$ cat config.mk
export PLATFORM = sky130hd
export DESIGN_NAME = tieu_unit
export DESIGN_NICKNAME = d
export VERILOG_FILES = /design/src/verilog/tieu_pkg.sv /design/src/verilog/tieu_unit.sv /design/src/verilog/tieu_trap_detect.sv /design/src/verilog/tieu_irq_select.sv
export SDC_FILE = /design/constraint.sdc
export NUM_CORES = 1
export LEC_CHECK = 0
export ABC_AREA = 0
export ABC_CLOCK_PERIOD_IN_PS = 96700
export BUFFER_PORTS_ARGS = -buffer_cell sky130_fd_sc_hd__buf_2
export CORE_AREA = 5 5 247 249
export CTS_CLUSTER_DIAMETER = 60
export CTS_CLUSTER_SIZE = 8
export DETAILED_ROUTE_END_ITERATION = 8
export DIE_AREA = 0 0 252 254
export PLACE_DENSITY = 0.5
export SLEW_MARGIN = 20
export SYNTH_ARGS = -nofsm -noshare
export SYNTH_HDL_FRONTEND = slang
export SYNTH_SLANG_ARGS = --single-unit
$ cat constraint.sdc
create_clock -name clk -period 96.7 [get_ports clk]
set_input_delay 9.67 -clock clk [delete_from_list [all_inputs] [get_ports clk]]
set_output_delay 9.67 -clock clk [all_outputs]
set_load 0.02 [all_outputs]
$ cat src/verilog/tieu_pkg.sv
package tieu_pkg;

// Contract
// RULE1: reset zeroes state, execution starts at word 0
// RULE2: six error sources trap to reset vector
// RULE3: illegal opcode traps only when really executed
// RULE4: traps use levels 8-15, msb set
// RULE5: level 7 blocks interrupts, traps still taken
// RULE6: offending instruction completes before trap processing
// RULE7: divide by zero, oversized shift raise math trap
// RULE8: enabled accumulator overflows raise math trap
// RULE9: misaligned, unimplemented, vector fetch raise address trap
// RULE10: bad branch target or pc raises address trap
// RULE11: dual-space accesses treat other space unimplemented
// RULE12: stack pointer above limit or below floor traps
// RULE13: oscillator fallback raises oscillator fail trap
// RULE14: simultaneous traps served by priority, rest pending
// RULE15: soft levels 8-11, hard levels 12-15
// RULE16: hard trap suspends execution until acknowledged
// RULE17: lower hard trap during higher trap resets
// RULE18: flags sampled each cycle, gated by enables
// RULE19: interrupt only above current cpu priority level
// RULE20: push pc and status low byte, raise level
// RULE21: software clears flag before lowering priority
// RULE22: return instruction pops pc and status
// RULE23: alternate table used when select bit set
// RULE24: invalid trap vector raises address trap
// RULE25: user priorities run 0 lowest to 7
// RULE26: equal priority ties go to lower vector
// RULE27: vector number presented when exception starts

localparam int          NUM_IRQ      = 54;
localparam logic [3:0]  LVL_HARD_MIN = 4'hc;
localparam int          IDX_MATH     = 3;
localparam int          IDX_ADDR     = 4;
localparam int          IDX_STACK    = 5;
localparam int          IDX_OSC      = 6;
localparam logic [2:0]  LVL_ALL_OFF  = 3'h7;
localparam logic [15:0] STACK_FLOOR  = 16'h0800;
localparam logic [23:0] RESET_VECTOR = 24'h000000;
localparam logic [23:0] PRI_VT_BASE  = 24'h000004;
localparam logic [23:0] ALT_VT_BASE  = 24'h000084;
localparam logic [5:0]  IRQ_VEC_OFS  = 6'h08;
localparam logic [15:0] CAUSE_RESET  = 16'h0000;
localparam int          CAUSE_CLASH  = 15;
localparam int          CAUSE_ILLOP  = 14;
localparam int          CAUSE_UNINIT = 13;
localparam int          CAUSE_SWR    = 6;
localparam int          CAUSE_WDT    = 4;
localparam int          CAUSE_BROWN  = 1;

typedef enum logic [1:0] {ST_RUN, ST_EXC, ST_RESET} tieu_state_e;

typedef struct packed {
  logic div_zero;
  logic shift_big;
  logic acc_ovf31;
  logic guard_used;
  logic acc_ovf39;
  logic sat_off;
  logic ovf_trap_en;
} tieu_math_s;

typedef struct packed {
  logic misaligned;
  logic data_unimpl;
  logic prog_unimpl;
  logic fetch_vec;
  logic bra_unimpl;
  logic pc_unimpl;
  logic mac_x;
  logic in_y;
  logic mac_y;
  logic in_x;
  logic vec_invalid;
} tieu_addr_s;

typedef struct packed {
  logic wdt;
  logic uninit;
  logic illop_exec;
  logic flushed;
  logic brownout;
  logic swreset;
} tieu_rst_s;

typedef struct packed {
  logic [23:0] pc;
  logic [7:0]  stat;
  logic        msb;
} tieu_frame_s;

endpackage

$ cat src/verilog/tieu_unit.sv
`timescale 1ns/10ps
module tieu_unit
  import tieu_pkg::*;
(
  // clock and reset
  input  wire logic                    clk,
  input  wire logic                    reset_n,
  // reset sources from the core
  input  wire tieu_rst_s               rst_src,
  // instruction boundary
  input  wire logic                    instr_done,
  // trap conditions
  input  wire tieu_math_s              math_ev,
  input  wire tieu_addr_s              addr_ev,
  input  wire logic                    sp_load,
  input  wire logic [15:0]             sp_value,
  input  wire logic [15:0]             stack_limit_reg,
  input  wire logic                    osc_fail,
  // interrupt sources
  input  wire logic [NUM_IRQ-1:0]      irq_event,
  input  wire logic [NUM_IRQ-1:0]      irq_flag_clr,
  input  wire logic [NUM_IRQ-1:0]      irq_enable_regs,
  input  wire logic [NUM_IRQ-1:0][2:0] irq_priority,
  // status word access
  input  wire logic                    lvl_wr,
  input  wire logic [2:0]              lvl_wdata,
  input  wire logic [4:0]              stat_low,
  input  wire logic [23:0]             pc_in,
  input  wire logic                    irq_return,
  input  wire tieu_frame_s             pop_frame,
  // configuration
  input  wire logic                    alt_vector_select,
  input  wire logic [15:0]             cause_clr,
  // reset towards the core
  output logic                         core_reset_r,
  output logic [23:0]                  reset_pc_r,
  // exception start
  output logic                         exc_start_r,
  output logic [5:0]                   vec_num_r,
  output logic [23:0]                  vec_addr_r,
  output logic                         push_valid_r,
  output tieu_frame_s                  push_frame_r,
  // status
  output logic [2:0]                   cpu_priority_level_r,
  output logic                         priority_level_msb_r,
  output logic                         exec_hold_r,
  output logic [7:0]                   trap_pending_r,
  output logic [15:0]                  reset_control_reg_r,
  output logic [NUM_IRQ-1:0]           irq_flag_regs_r
);

  // ------------------------------------------------------------
  // decoding
  // ------------------------------------------------------------

  // {found, index} of the highest set bit
  function automatic logic [3:0] top_bit(input logic [7:0] v);
    logic [3:0] r;
    r = 4'h0;
    for (int i = 0; i < 8; i++) begin
      if (v[i]) begin
        r = {1'b1, 3'(i)};
      end
    end
    return r;
  endfunction

  function automatic logic [7:0] one_hot(input logic [2:0] i);
    return 8'h01 << i;
  endfunction

  // ------------------------------------------------------------
  // internal signals
  // ------------------------------------------------------------

  tieu_state_e              state_r;
  logic [7:0]               trap_act_r;
  logic [7:0]               raise;
  logic [7:0]               busy;
  logic [7:0]               hard_clash;
  logic [7:0]               take_mask;
  logic [7:0]               ret_mask;
  logic [7:0]               trap_pending_nxt;
  logic [NUM_IRQ-1:0]       irq_req;
  logic                     irq_valid;
  logic [5:0]               irq_idx;
  logic [2:0]               irq_prio;
  logic [3:0]               cur_lvl;
  logic [3:0]               trap_top;
  logic                     boundary;
  logic                     trap_take;
  logic                     irq_take;
  logic                     take;
  logic                     ret_ok;
  logic                     conflict;
  logic                     illop;
  logic                     rst_req;
  logic [5:0]               vec_nxt;
  logic [23:0]              vt_base;

  // ------------------------------------------------------------
  // trap detection and interrupt selection
  // ------------------------------------------------------------

  tieu_trap_detect u_detect (
    .math_ev         (math_ev),
    .addr_ev         (addr_ev),
    .sp_load         (sp_load),
    .sp_value        (sp_value),
    .stack_limit_reg (stack_limit_reg),
    .osc_fail        (osc_fail),
    .raise           (raise)
  );

  assign irq_req = irq_flag_regs_r & irq_enable_regs; // RULE18

  tieu_irq_select u_select (
    .req      (irq_req),
    .prio     (irq_priority),
    .valid    (irq_valid),
    .idx      (irq_idx),
    .win_prio (irq_prio)
  );

  // ------------------------------------------------------------
  // hard trap conflict
  // ------------------------------------------------------------

  // only traps already latched count; same-cycle ones just queue
  assign busy = trap_pending_r | trap_act_r;

  for (genvar g = 0; g < 8; g++) begin : g_clash
    if (g >= int'(LVL_HARD_MIN[2:0]) && g < 7) begin : g_hard
      assign hard_clash[g] = raise[g] & (|busy[7:g+1]); // RULE17
    end else begin : g_none
      assign hard_clash[g] = 1'b0;
    end
  end

  assign conflict = |hard_clash;
  assign illop = rst_src.illop_exec & ~rst_src.flushed; // RULE3
  assign rst_req = rst_src.wdt | rst_src.uninit | illop | // RULE2
                   rst_src.brownout | rst_src.swreset | conflict;

  // ------------------------------------------------------------
  // take decision
  // ------------------------------------------------------------

  assign cur_lvl  = {priority_level_msb_r, cpu_priority_level_r};
  assign trap_top = top_bit(trap_pending_r); // RULE14
  // exceptions start only between instructions
  assign boundary = instr_done & (state_r == ST_RUN) & // RULE6
                    ~irq_return & ~rst_req;
  assign trap_take = boundary & trap_top[3] &
                     ({1'b1, trap_top[2:0]} > cur_lvl); // RULE4
  // level 7 and any trap level leave no room above
  assign irq_take = boundary & ~trap_take & irq_valid & // RULE5
                    ~priority_level_msb_r &
                    (irq_prio > cpu_priority_level_r); // RULE19
  assign take = trap_take | irq_take;
  assign ret_ok = irq_return & (state_r == ST_RUN) & ~rst_req;

  assign take_mask = trap_take ? one_hot(trap_top[2:0]) : 8'h00;
  assign ret_mask  = (ret_ok & priority_level_msb_r) ?
                     one_hot(cpu_priority_level_r) : 8'h00;

  // new raise beats acknowledge of the same level
  assign trap_pending_nxt = rst_req ? 8'h00 :
                            ((trap_pending_r & ~take_mask) | raise);

  assign vec_nxt = trap_take ? {3'h0, trap_top[2:0]} :
                               6'(irq_idx + IRQ_VEC_OFS);
  assign vt_base = alt_vector_select ? ALT_VT_BASE :
                                       PRI_VT_BASE; // RULE23

  // ------------------------------------------------------------
  // sequencer
  // ------------------------------------------------------------

  always_ff @(posedge clk or negedge reset_n) begin
    if (!reset_n) begin
      state_r <= ST_RUN;
    end else if (rst_req) begin
      state_r <= ST_RESET;
    end else begin
      unique case (state_r)
        ST_RUN: begin
          if (take) begin
            state_r <= ST_EXC;
          end
        end
        ST_EXC: begin
          state_r <= ST_RUN;
        end
        ST_RESET: begin
          state_r <= ST_RUN;
        end
      endcase
    end
  end

  // core held in reset while reset_n is low
  always_ff @(posedge clk or negedge reset_n) begin
    if (!reset_n) begin
      core_reset_r <= 1'b1;
      reset_pc_r   <= RESET_VECTOR;
    end else begin
      core_reset_r <= rst_req; // RULE1
      reset_pc_r   <= RESET_VECTOR;
    end
  end

  // ------------------------------------------------------------
  // trap bookkeeping
  // ------------------------------------------------------------

  always_ff @(posedge clk or negedge reset_n) begin
    if (!reset_n) begin
      trap_pending_r <= 8'h00;
      exec_hold_r    <= 1'b0;
    end else begin
      trap_pending_r <= trap_pending_nxt; // RULE14
      exec_hold_r    <= |trap_pending_nxt[7:4]; // RULE16
    end
  end

  always_ff @(posedge clk or negedge reset_n) begin
    if (!reset_n) begin
      trap_act_r <= 8'h00;
    end else if (rst_req) begin
      trap_act_r <= 8'h00;
    end else begin
      trap_act_r <= (trap_act_r & ~ret_mask) | take_mask;
    end
  end

  // ------------------------------------------------------------
  // priority level
  // ------------------------------------------------------------

  always_ff @(posedge clk or negedge reset_n) begin
    if (!reset_n) begin
      cpu_priority_level_r <= 3'h0;
      priority_level_msb_r <= 1'b0;
    end else if (rst_req) begin
      cpu_priority_level_r <= 3'h0; // RULE1
      priority_level_msb_r <= 1'b0;
    end else if (trap_take) begin
      cpu_priority_level_r <= trap_top[2:0]; // RULE15
      priority_level_msb_r <= 1'b1; // RULE4
    end else if (irq_take) begin
      cpu_priority_level_r <= irq_prio; // RULE20
      priority_level_msb_r <= 1'b0;
    end else if (ret_ok) begin
      cpu_priority_level_r <= pop_frame.stat[7:5]; // RULE22
      priority_level_msb_r <= pop_frame.msb;
    end else if (lvl_wr && state_r == ST_RUN) begin
      // flag must already be cleared or the request re-enters
      cpu_priority_level_r <= lvl_wdata; // RULE21
    end
  end

  // ------------------------------------------------------------
  // exception start and stack frame
  // ------------------------------------------------------------

  always_ff @(posedge clk or negedge reset_n) begin
    if (!reset_n) begin
      exc_start_r <= 1'b0;
      vec_num_r   <= 6'h00;
      vec_addr_r  <= PRI_VT_BASE;
    end else begin
      exc_start_r <= take;
      if (take) begin
        vec_num_r  <= vec_nxt; // RULE27
        vec_addr_r <= vt_base + {17'h00000, vec_nxt, 1'b0};
      end
    end
  end

  always_ff @(posedge clk or negedge reset_n) begin
    if (!reset_n) begin
      push_valid_r <= 1'b0;
      push_frame_r <= '0;
    end else begin
      push_valid_r <= take;
      if (take) begin
        push_frame_r.pc  <= pc_in; // RULE20
        push_frame_r.stat <= {cpu_priority_level_r, stat_low};
        push_frame_r.msb <= priority_level_msb_r;
      end
    end
  end

  // ------------------------------------------------------------
  // interrupt flags and reset causes
  // ------------------------------------------------------------

  // an event in the clearing cycle survives
  always_ff @(posedge clk or negedge reset_n) begin
    if (!reset_n) begin
      irq_flag_regs_r <= '0;
    end else if (rst_req) begin
      irq_flag_regs_r <= '0;
    end else begin
      irq_flag_regs_r <= (irq_flag_regs_r & ~irq_flag_clr) |
                         irq_event; // RULE18
    end
  end

  always_ff @(posedge clk or negedge reset_n) begin
    if (!reset_n) begin
      reset_control_reg_r <= CAUSE_RESET;
    end else begin
      reset_control_reg_r <= reset_control_reg_r & ~cause_clr;
      reset_control_reg_r[CAUSE_CLASH] <= conflict | // RULE17
        (reset_control_reg_r[CAUSE_CLASH] & ~cause_clr[CAUSE_CLASH]);
      reset_control_reg_r[CAUSE_ILLOP] <= illop |
        (reset_control_reg_r[CAUSE_ILLOP] & ~cause_clr[CAUSE_ILLOP]);
      reset_control_reg_r[CAUSE_UNINIT] <= rst_src.uninit |
        (reset_control_reg_r[CAUSE_UNINIT] & ~cause_clr[CAUSE_UNINIT]);
      reset_control_reg_r[CAUSE_SWR] <= rst_src.swreset |
        (reset_control_reg_r[CAUSE_SWR] & ~cause_clr[CAUSE_SWR]);
      reset_control_reg_r[CAUSE_WDT] <= rst_src.wdt |
        (reset_control_reg_r[CAUSE_WDT] & ~cause_clr[CAUSE_WDT]);
      reset_control_reg_r[CAUSE_BROWN] <= rst_src.brownout |
        (reset_control_reg_r[CAUSE_BROWN] & ~cause_clr[CAUSE_BROWN]);
    end
  end
endmodule

$ cat src/verilog/tieu_trap_detect.sv
`timescale 1ns/10ps
module tieu_trap_detect
  import tieu_pkg::*;
(
  // trap conditions
  input  wire tieu_math_s  math_ev,
  input  wire tieu_addr_s  addr_ev,
  input  wire logic        sp_load,
  input  wire logic [15:0] sp_value,
  input  wire logic [15:0] stack_limit_reg,
  input  wire logic        osc_fail,
  // one bit per level 8..15
  output logic [7:0]       raise
);

  logic ovf;
  logic xy_cross;

  // overflow only counts when the enable is set
  assign ovf = math_ev.ovf_trap_en &
               ((math_ev.acc_ovf31 & ~math_ev.guard_used) | // RULE8
                (math_ev.acc_ovf39 & math_ev.sat_off));
  assign xy_cross = (addr_ev.mac_x & addr_ev.in_y) |
                    (addr_ev.mac_y & addr_ev.in_x); // RULE11

  always_comb begin
    raise = 8'h00;
    raise[IDX_MATH] = math_ev.div_zero | math_ev.shift_big | ovf; // RULE7
    raise[IDX_ADDR] = addr_ev.misaligned | addr_ev.data_unimpl |
                      addr_ev.prog_unimpl | addr_ev.fetch_vec | // RULE9
                      addr_ev.bra_unimpl | addr_ev.pc_unimpl | // RULE10
                      addr_ev.vec_invalid | xy_cross; // RULE24
    raise[IDX_STACK] = sp_load & ((sp_value > stack_limit_reg) |
                                  (sp_value < STACK_FLOOR)); // RULE12
    raise[IDX_OSC] = osc_fail; // RULE13
  end

endmodule

$ cat src/verilog/tieu_irq_select.sv
`timescale 1ns/10ps
module tieu_irq_select
  import tieu_pkg::*;
(
  // requests and priorities
  input  wire logic [NUM_IRQ-1:0]      req,
  input  wire logic [NUM_IRQ-1:0][2:0] prio,
  // winner
  output logic                         valid,
  output logic [5:0]                   idx,
  output logic [2:0]                   win_prio
);

  // walking downward with >= lets the lower index win a tie
  always_comb begin
    valid    = 1'b0;
    idx      = 6'h00;
    win_prio = 3'h0;
    for (int i = NUM_IRQ - 1; i >= 0; i--) begin
      if (req[i] && (!valid || prio[i] >= win_prio)) begin // RULE26
        valid    = 1'b1;
        idx      = 6'(i);
        win_prio = prio[i]; // RULE25
      end
    end
  end

endmodule

# Word-level counts from Yosys, hierarchy flattened
# Cells that the tools add are included.
[word_totals]
input_bits = 469
regBits = 158
out_inout_bits = 173
elab_cells = 513
[classes]
n_eq_ne = 3
order_cmp = 57
addsub = 2
reduce_logical = 168
shift = 2
n_bitwise = 77
muxes = 189
[op_table]
columns = ["op", "count"]
rows = [
  ["$mux 6", 55],
  ["$mux 3", 59],
  ["$ge 3x3->1", 53],
  ["$and 54x54->54", 2],
  ["$mux 1", 58],
  ["$logic_and 1x1->1", 54],
  ["$mux 54", 1],
  ["$not 54->54", 1],
  ["$or 54x54->54", 1],
  ["$logic_not 1->1", 53],
  ["$logic_or 1x1->1", 53],
  ["$mux 8", 5],
  ["$mux 4", 8],
  ["$and 1x1->1", 28],
  ["$or 1x1->1", 24],
  ["$and 8x8->8", 2],
  ["$gt 16x16->1", 1],
  ["$lt 16x12->1 const B", 1],
  ["$not 8->8", 2],
  ["$or 8x8->8", 2],
  ["$shl 1x3->8 const A", 2],
  ["$and 13x13->13", 1],
  ["$not 13->13", 1],
  ["$not 1->1", 12],
  ["16 further kinds", 19],
]

# Longest topological paths before layout
# Gate-level depths: netlist (run 1).
[depth]
word_depth = 221
ltp_mapped = 406

# Modules after synthesis
# Synthesis (run 1) repeated with hierarchy kept, for this count alone.
[unflattened]
hier_cells = 2012
hier_area_um2 = 15762.6
[by_module_without_submodules]
columns = ["mod", "cells_per_inst", "instances", "area_per_inst_um2"]
rows = [
  ["tieu_irq_select", 1304, 1, 8881.0],
  ["tieu_unit", 637, 1, 6377.4],
  ["tieu_trap_detect", 71, 1, 504.2],
]

# Worst setup path after synthesis (run 1)
# No wires, ideal clock.
[synth_timing]
path_kind = "in2reg"
from = "input irq_enable_regs[53]"
to = "register push_frame_r[7] (netlist name)"
path_stages = 380
arrival_time_ps = 79929
required_ps = 96567
setup_ps = 133
setup_slack_ps = 16637
cell_sequence = "and3_1 -> ha_1 -> nand2b_1 -> a2111oi_0 -> nor3_1 -> or2_2 -> ha_1 -> nor3b_1 -> o211ai_1 -> and2_0 -> clkbuf_1 -> o21a_1 -> ha_1 -> nand2b_1 -> a21o_1 -> a21oi_1 -> o311ai_0 -> and2_1 -> [344 not listed] -> nand2b_1 -> o221a_2 -> a21boi_1 -> ha_1 -> nand2b_1 -> a21o_1 -> a211oi_1 -> or2_2 -> mux2_2 -> ha_1 -> nor2b_1 -> o21a_1 -> o2111ai_1 -> inv_1 -> nor2_1 -> clkbuf_1 -> buf_1 -> o21ai_0"
[synth_between]
elab_chain_len = 218
[synth_lines]
columns = ["item", "line_no", "text"]
rows = [
  ["from (decl)", "tieu_unit.sv:22", "input wire logic [NUM_IRQ-1:0] irq_enable_regs,"],
  ["$and 54x54->54 *", "tieu_unit.sv:115", "assign irq_req = irq_flag_regs_r & irq_enable_regs;"],
  ["branches (longest 215 deep; another with $ge 3x3->1)", "--", ""],
  ["$and 1x1->1 *", "tieu_unit.sv:158", "~priority_level_msb_r &"],
  ["$or 1x1->1 *", "tieu_unit.sv:160", "assign take = trap_take | irq_take;"],
  ["to (decl)", "tieu_unit.sv:42", "output tieu_frame_s push_frame_r,"],
]
# Mark *: on every way between the ends.
# A chain may end at the register's enable or synchronous reset.

# Worst setup path in the final report (run 1)
[layout_timing]
from = "input irq_enable_regs[53]"
to = "register push_frame_r[0] (netlist name)"
# Same word-level chain as after synthesis.

==> results of run 1 <==
-- area by class of cell --
class	instances	area share (%)
multi-input combinational	1690	55.55
sequential	136	17.42
timing repair buffer	580	15.00
tap	773	4.948
inverter	209	4.013
clock buffer	17	2.176
clock inverter	15	0.8129
antenna	6	0.07681
-- through the flow --
step,hold WS [ns],power [mW]
6_report,0.4613,0.2062
5_1_grt,0.4888,0.2215
3_3_place_gp,0.4445,0.1352
3_5_place_dp,0.4510,0.1370
4_1_cts,0.4668,0.2097
2_1_floorplan,0.5082,0.1095
-- flip-flops by register name, indices dropped and copies added (netlist names) --
signal / flops
irq_flag_regs_r: 54
push_frame_r: 33
reset_control_reg_r: 16
trap_pending_r: 8
vec_addr_r: 7
vec_num_r: 6
cpu_priority_level_r: 3
trap_act_r: 3
state_r: 2
core_reset_r: 1
exec_hold_r: 1
priority_level_msb_r: 1
push_valid_r: 1
-- layout by cell type (no fill, tap or decap), drive strengths merged, types with 20 or more instances in the layout --
cell type | netlist | layout
o21a | 28 | 28
a21o | 27 | 27
a31oi | 44 | 44
conb | 1 | 40
and2 | 52 | 52
buf | 54 | 580
a211oi | 20 | 20
a21oi | 164 | 164
o211ai | 29 | 29
nand3 | 70 | 70
nor2 | 176 | 176
o31ai | 23 | 23
nor3 | 39 | 39
or2 | 25 | 25
nand2 | 270 | 270
inv | 209 | 217
and3 | 35 | 35
ha | 139 | 139
dfrtp | 134 | 134
o21ai | 108 | 108
nor2b | 27 | 27
nand2b | 68 | 68
-- logic make-up after synthesis --
| logic type | Yosys count |
|---|---|
| adders and majority gates | 144 |
| xor gates and xnor gates | 1 |
| and+or+nand+nor | 822 |
| other | 1 |
| buffers and inverters | 286 |
| AOI/OAI and AO/OA | 651 |
| muxes | 32 |
| DFF | 136 |
-- where the power goes --
group | switching [mW] | internal (mW) | total (mW)
sequential | 0.000687 | 0.0576 | 0.0583
clock | 0.0335 | 0.0364 | 0.0700
combinational | 0.0453 | 0.0327 | 0.0779
total | 0.0795 | 0.127 | 0.206
-- worst max-delay path: cells and delay by family --
| family | cells | cell delay [ns] |
|---|---|---|
| adder cells (fa/ha/maj) | 57 | 15.25 |
| multiplexers | 12 | 4.18 |
| buffers and inverters | 20 | 2.78 |
| AND/OR/NAND/NOR | 134 | 21.78 |
| AO/OA/AOI/OAI | 160 | 36.86 |
-- routing by layer --
layer	vias to the layer above	routed length, microns
met3	72	4031
li1	8597	-
met2	583	32400
met4	12	860
met1	8249	27190
met5	-	80
-- final timing paths --
path	startpoint	endpoint	cells past startpoint
hold / removal	push_frame_r[17]$_DFFE_PN0P_	push_frame_r[17]$_DFFE_PN0P_	2
max in group asynchronous	reset_n	irq_flag_regs_r[10]$_DFF_PN0_	2
min in group asynchronous	reset_n	reset_control_reg_r[8]$_DFF_PN0_	1
setup / recovery	irq_enable_regs[53]	push_frame_r[0]$_DFFE_PN0P_	383
setup reg to reg	irq_flag_regs_r[53]$_DFF_PN0_	push_frame_r[0]$_DFFE_PN0P_	382
hold reg to reg	push_frame_r[17]$_DFFE_PN0P_	push_frame_r[17]$_DFFE_PN0P_	2
-- what timing repair did --
item / 4_1_cts / 5_1_grt
endpoints found under the hold margin: 0 / 0
endpoints found under the setup margin: 0 / 52
resized for setup: 0 / 11
==> flow_metrics.py, run 1 <==
metrics = {
    "logic_synthesis": {
        "synth_ff_type": "dfrtp_1",
        "post-synth-top-count-cell": "nand2_1",
        "synth-async-reset-ratio_pct": 100.0,
        "synthSimpleGateAreaFrac_pct": 25.87,
        "syn_area_sq_mm": 0.01533,
        "synth_xor_area_share_pct": 0.05714,
        "synth_top_cell_by_area": "dfrtp_1",
        "avgSynthCellArea_sq_um": 7.394,
        "ys_seq_area_share_pct": 22.22,
        "netlist.area_leader.share_pct": 21.88,
        "synthTopCellsByArea": "dfrtp_1 (22%), ha_1 (11%), nand2_1 (6.6%)",
        "synth_top_family_by_area": "compound AO/OA/AOI/OAI gates",
        "synth-compound-area-share_pct": 29.72,
        "synthTopCellsByCount": "nand2_1 (270), inv_1 (209), nor2_1 (175), a21oi_1 (163), ha_1 (139)",
        "yosysWarnings": 0,
        "ys_types": 105,
        "synth_edf_count": 0,
        "syn_inst": 2073,
        "synth_fa_ha_area_share_pct": 11.67,
        "muxShareOfSynthArea_pct": 2.245,
        "synth_seq_cells": 136,
    },
    "layout": {
        "finalNonFillerCells": 3426,
        "finish.net_count": 3242,
        "syn2layout_area_growth_pct": 27.52,
        "fin_util_pct": 33.44,
        "multi_input_area_sq_mm": 0.01086,
        "drive_gt1_share_pct": 27.09,
        "fillCellCount": 6397,
        "final_cell_area_sq_mm": 0.01955,
        "seq_area_sq_mm": 0.003406,
    },
    "placed_design": {
        "dpl_cell_area_sq_mm": 0.01891,
        "finalWeightedCongestion": 0.9420,
        "dp_slack_ns": 4.570,
        "dpl.hpwl_microns": 54510,
        "placedCellCount": 3388,
        "portBuffers": 572,
    },
    "global_routing": {
        "grt.met1_usage_pct": 22.99,
        "overflow": 0,
        "grt_pass1_vias": 17300,
        "use_met3_pct": 4.421,
        "grtUsageTotal_pct": 19.02,
        "antenna_found_initial": 12,
        "grt_start_max_net_pins": 78,
        "use_met2_pct": 34.64,
        "grt_busiest_layer": "met2",
        "grt_pass1_wl_microns": 96360,
    },
    "clocking": {
        "clk_pin_slew_ns": 0.07,
        "htree_levels": 4,
        "cts_tree": "built",
        "clock-sinks": 136,
        "clk_latency_ns": 0.51,
        "tritoncts.num_buffers": 17,
        "post-cts-setup-buffer-count": 0,
        "clock-root-buffer": "clkbuf_16",
        "clockBufferDepth": 2,
        "hold_buffers": 0,
    },
    "floorplanning": {
        "die_area_sq_mm": 0.06401,
        "core_area_sq_mm": 0.05846,
        "ios": 642,
        "start_util_pct": 26.22,
        "rows": 89,
        "die_h_microns": 254,
        "fp.dieW_microns": 252,
    },
    "detailed_routing": {
        "route.vias.total": 17510,
        "drtIter0Drc": 1051,
        "wl_per_cell_microns": 18.84,
        "ant_nets": 0,
        "post_drt_via_cell_ratio": 5.112,
        "drc": 0,
        "drt_wl_total_microns": 64560,
        "dr.pass1.iters": 7,
    },
    "sta": {
        "maxSlewViolCount": 0,
        "min_period_ns": 90.37,
        "slew_headroom_pct": 38.13,
        "report.final.hold_viol_count": 0,
        "rsz0062_at_grt": "no",
        "timing.fmax_ghz": 0.01107,
        "fin_setup_tns_ns": 0,
        "fin_crit_sh_pct": 93.46,
        "timing.final.ws_setup_ns": 6.327,
        "finalSetupViolCount": 0,
        "skew_ns": 0.04978,
        "worstMarginPinSlew_ns": 0.9280,
    },
    "worst_setup_path": {
        "critPathCaptureType": "register",
        "cp_common_cell": "ha_1",
        "critPathArrivalTime_ns": 90.74,
        "crit_fanout": 48,
        "max_stage_delay_ns": 0.53,
        "r2r_slack_ns": 14.95,
        "critPathRequiredTime_ns": 97.07,
        "critPathKind": "in -> reg",
        "crit_path_start_kind": "input pin",
        "cpMaxStageDelayCell": "a2111oi_0",
    },
    "power_and_ir_drop": {
        "irDropWorstVdd_uv": 13.60,
        "powerDensity_mw_per_mm2": 10.55,
        "p_leak_nw": 10.38,
    },
    "run_status": {
        "status": "complete, no violations",
    },
    "job": {
        "max-cap-violations": 0,
    },
    "min_path": {
        "hp-class": "reg -> reg",
    },
}
Note: power is estimated with default switching activity, not from simulation.
==> run 2: changes to the inputs <==
--- a/config.mk
+++ b/config.mk
@@ -9,12 +9,13 @@
 export ABC_CLOCK_PERIOD_IN_PS = 96700
 export BUFFER_PORTS_ARGS = -buffer_cell sky130_fd_sc_hd__buf_2
 export CORE_AREA = 5 5 247 249
+export CTS_BUF_LIST = sky130_fd_sc_hd__clkbuf_4 sky130_fd_sc_hd__clkbuf_8
 export CTS_CLUSTER_DIAMETER = 60
 export CTS_CLUSTER_SIZE = 8
 export DETAILED_ROUTE_END_ITERATION = 8
 export DIE_AREA = 0 0 252 254
 export PLACE_DENSITY = 0.5
-export SLEW_MARGIN = 20
+export SKIP_CTS_REPAIR_TIMING = 1
 export SYNTH_ARGS = -nofsm -noshare
 export SYNTH_HDL_FRONTEND = slang
 export SYNTH_SLANG_ARGS = --single-unit
==> run 2 against run 1 <==
Design area is 0.99% lower. Highest routed layer unchanged. Utilization decreased by 0.33 points. Fmax increased by 0.28%. Sequential cell count stayed put. Largest cell class unchanged. Die area unchanged. Hold slack better by 0.0066 ns. Largest power group unchanged.
==> flow_metrics.py, run 2 (same netlist as run 1, synthesis figures left out) <==
metrics = {
    "global_routing": {
        "grt_start_max_net_pins": 78,
        "antenna_found_initial": 13,
        "grt_pass1_vias": 17300,
        "overflow": 0,
        "grtUsageTotal_pct": 18.97,
        "grt_pass1_wl_microns": 96260,
    },
    "clocking": {
        "clockBufferDepth": 2,
        "tritoncts.num_buffers": 17,
        "clk_pin_slew_ns": 0.09,
        "clock-sinks": 136,
        "htree_levels": 4,
        "clk_latency_ns": 0.57,
        "clock-root-buffer": "clkbuf_8",
        "cts_tree": "built",
    },
    "worst_setup_path": {
        "critPathKind": "in -> reg",
        "critPathCaptureType": "register",
        "crit_path_start_kind": "input pin",
        "cp_common_cell": "ha_1",
        "critPathArrivalTime_ns": 90.56,
        "critPathRequiredTime_ns": 97.13,
        "max_stage_delay_ns": 0.53,
        "cpMaxStageDelayCell": "a2111oi_0",
        "crit_fanout": 48,
    },
    "power_and_ir_drop": {
        "p_total_uw": 188.9,
        "power_frac_seq_pct": 30.8,
        "clockPowerShare_pct": 28.0,
        "powerDensity_mw_per_mm2": 9.763,
        "p_leak_nw": 10.29,
        "p_sw_uw": 77.33,
        "combPwrFrac_pct": 41.2,
        "netSwitchingFraction_pct": 40.93,
        "internal_power_uw": 111.6,
        "irDropWorstVdd_uv": 9.338,
    },
    "sta": {
        "min_period_ns": 90.12,
        "fin_setup_tns_ns": 0,
        "maxSlewViolCount": 0,
        "finalSetupViolCount": 0,
        "skew_ns": 0.04362,
        "fin_crit_sh_pct": 93.20,
        "slew_headroom_pct": 37.72,
        "worstMarginPinSlew_ns": 0.9343,
        "rsz0062_at_grt": "no",
        "hold_ws_ns": 0.4679,
        "report.final.hold_viol_count": 0,
        "timing.fmax_ghz": 0.01110,
    },
    "floorplanning": {
        "rows": 89,
        "die_h_microns": 254,
        "start_util_pct": 26.22,
        "die_area_sq_mm": 0.06401,
        "fp.dieW_microns": 252,
        "ios": 642,
        "core_area_sq_mm": 0.05846,
    },
    "detailed_routing": {
        "dr.max_layer_used": "met5",
        "dr_wl_met3_microns": 4044,
        "ant_nets": 0,
        "route.vias.total": 17490,
        "drc": 0,
        "drtIter0Drc": 964,
        "wl_met2_microns": 32380,
        "wl_met1_microns": 27070,
        "wl_per_cell_microns": 18.83,
        "post_drt_via_cell_ratio": 5.106,
        "drt_wl_total_microns": 64490,
        "dr.pass1.iters": 5,
    },
    "layout": {
        "final_common_cell": "buf_2",
        "largest_register": "irq_flag_regs_r",
        "finish.net_count": 3242,
        "drive_gt1_share_pct": 27.09,
        "final_cell_mix": "buf_2 (571), nand2_1 (270), inv_1 (209)",
        "reg.largest.list": "irq_flag_regs_r (54), push_frame_r (33), reset_control_reg_r (16)",
        "largest_reg_flops": 54,
        "fin_util_pct": 33.10,
        "syn2layout_area_growth_pct": 26.26,
    },
    "job": {
        "max-cap-violations": 0,
    },
    "run_status": {
        "status": "complete, no violations",
    },
    "placed_design": {
        "portBuffers": 572,
        "finalWeightedCongestion": 0.9420,
        "dpl.hpwl_microns": 54510,
    },
    "min_path": {
        "hp-class": "reg -> reg",
    },
}
## run 2: power by group through the flow
stage / clock network (mW) / logic (mW) / registers, mW
finish: 0.0529 / 0.0778 / 0.0583
global route: 0.0573 / 0.0882 / 0.0584
CTS: 0.0560 / 0.0781 / 0.0583
detailed placement: 0 / 0.0776 / 0.0594
global placement: 0 / 0.0759 / 0.0594
floorplan: 0 / 0.0494 / 0.0601
## run 2: final timing paths
kind / from / to / slack [ns] / depth (start not counted)
min reg2reg: push_frame_r[17]$_DFFE_PN0P_ / push_frame_r[17]$_DFFE_PN0P_ / 0.47 / 2
min in group asynchronous: reset_n / reset_control_reg_r[8]$_DFF_PN0_ / 9.17 / 1
min: push_frame_r[17]$_DFFE_PN0P_ / push_frame_r[17]$_DFFE_PN0P_ / 0.47 / 2
max in group asynchronous: reset_n / irq_flag_regs_r[10]$_DFF_PN0_ / 86.13 / 2
max: irq_enable_regs[53] / push_frame_r[6]$_DFFE_PN0P_ / 6.58 / 384
max reg2reg: irq_flag_regs_r[53]$_DFF_PN0_ / push_frame_r[6]$_DFFE_PN0P_ / 15.13 / 383
## run 2: critical path: cells and delay by family
kind,cells,cell delay (ns)
AOI/OAI and AO/OA,162,36.66
and+or+nand+nor,132,21.63
adders and majority gates,57,15.24
muxes,12,4.18
buffers and inverters,21,3.03
## run 2: stage by stage
step / cell area (sq um) / instances / setup WS, ns
2_1_floorplan: 15470 / 2112 / 16.64
3_3_place_gp: 18910 / 3388 / 5.635
3_5_place_dp: 18910 / 3388 / 4.570
4_1_cts: 19300 / 3420 / 4.905
5_1_grt: 19340 / 3421 / 0.08064
6_report: 19350 / 3425 / 6.576
## run 2: area by class of cell
type	count	area, sq um
sequential	136	3406
fill	6416	39110
tap	773	967.2
timing repair buffer	580	2933
antenna	5	12.51
multi-input combinational	1690	10860
clock buffer	17	234.0
clock inverter	15	158.9
inverter	209	784.5
## run 2: metal layers
metal / up-vias / GRT usage (%)
li1: 8591 / -
met1: 8241 / 22.85
met2: 571 / 34.62
met3: 70 / 4.411
met4: 14 / 3.862
met5: - / 0
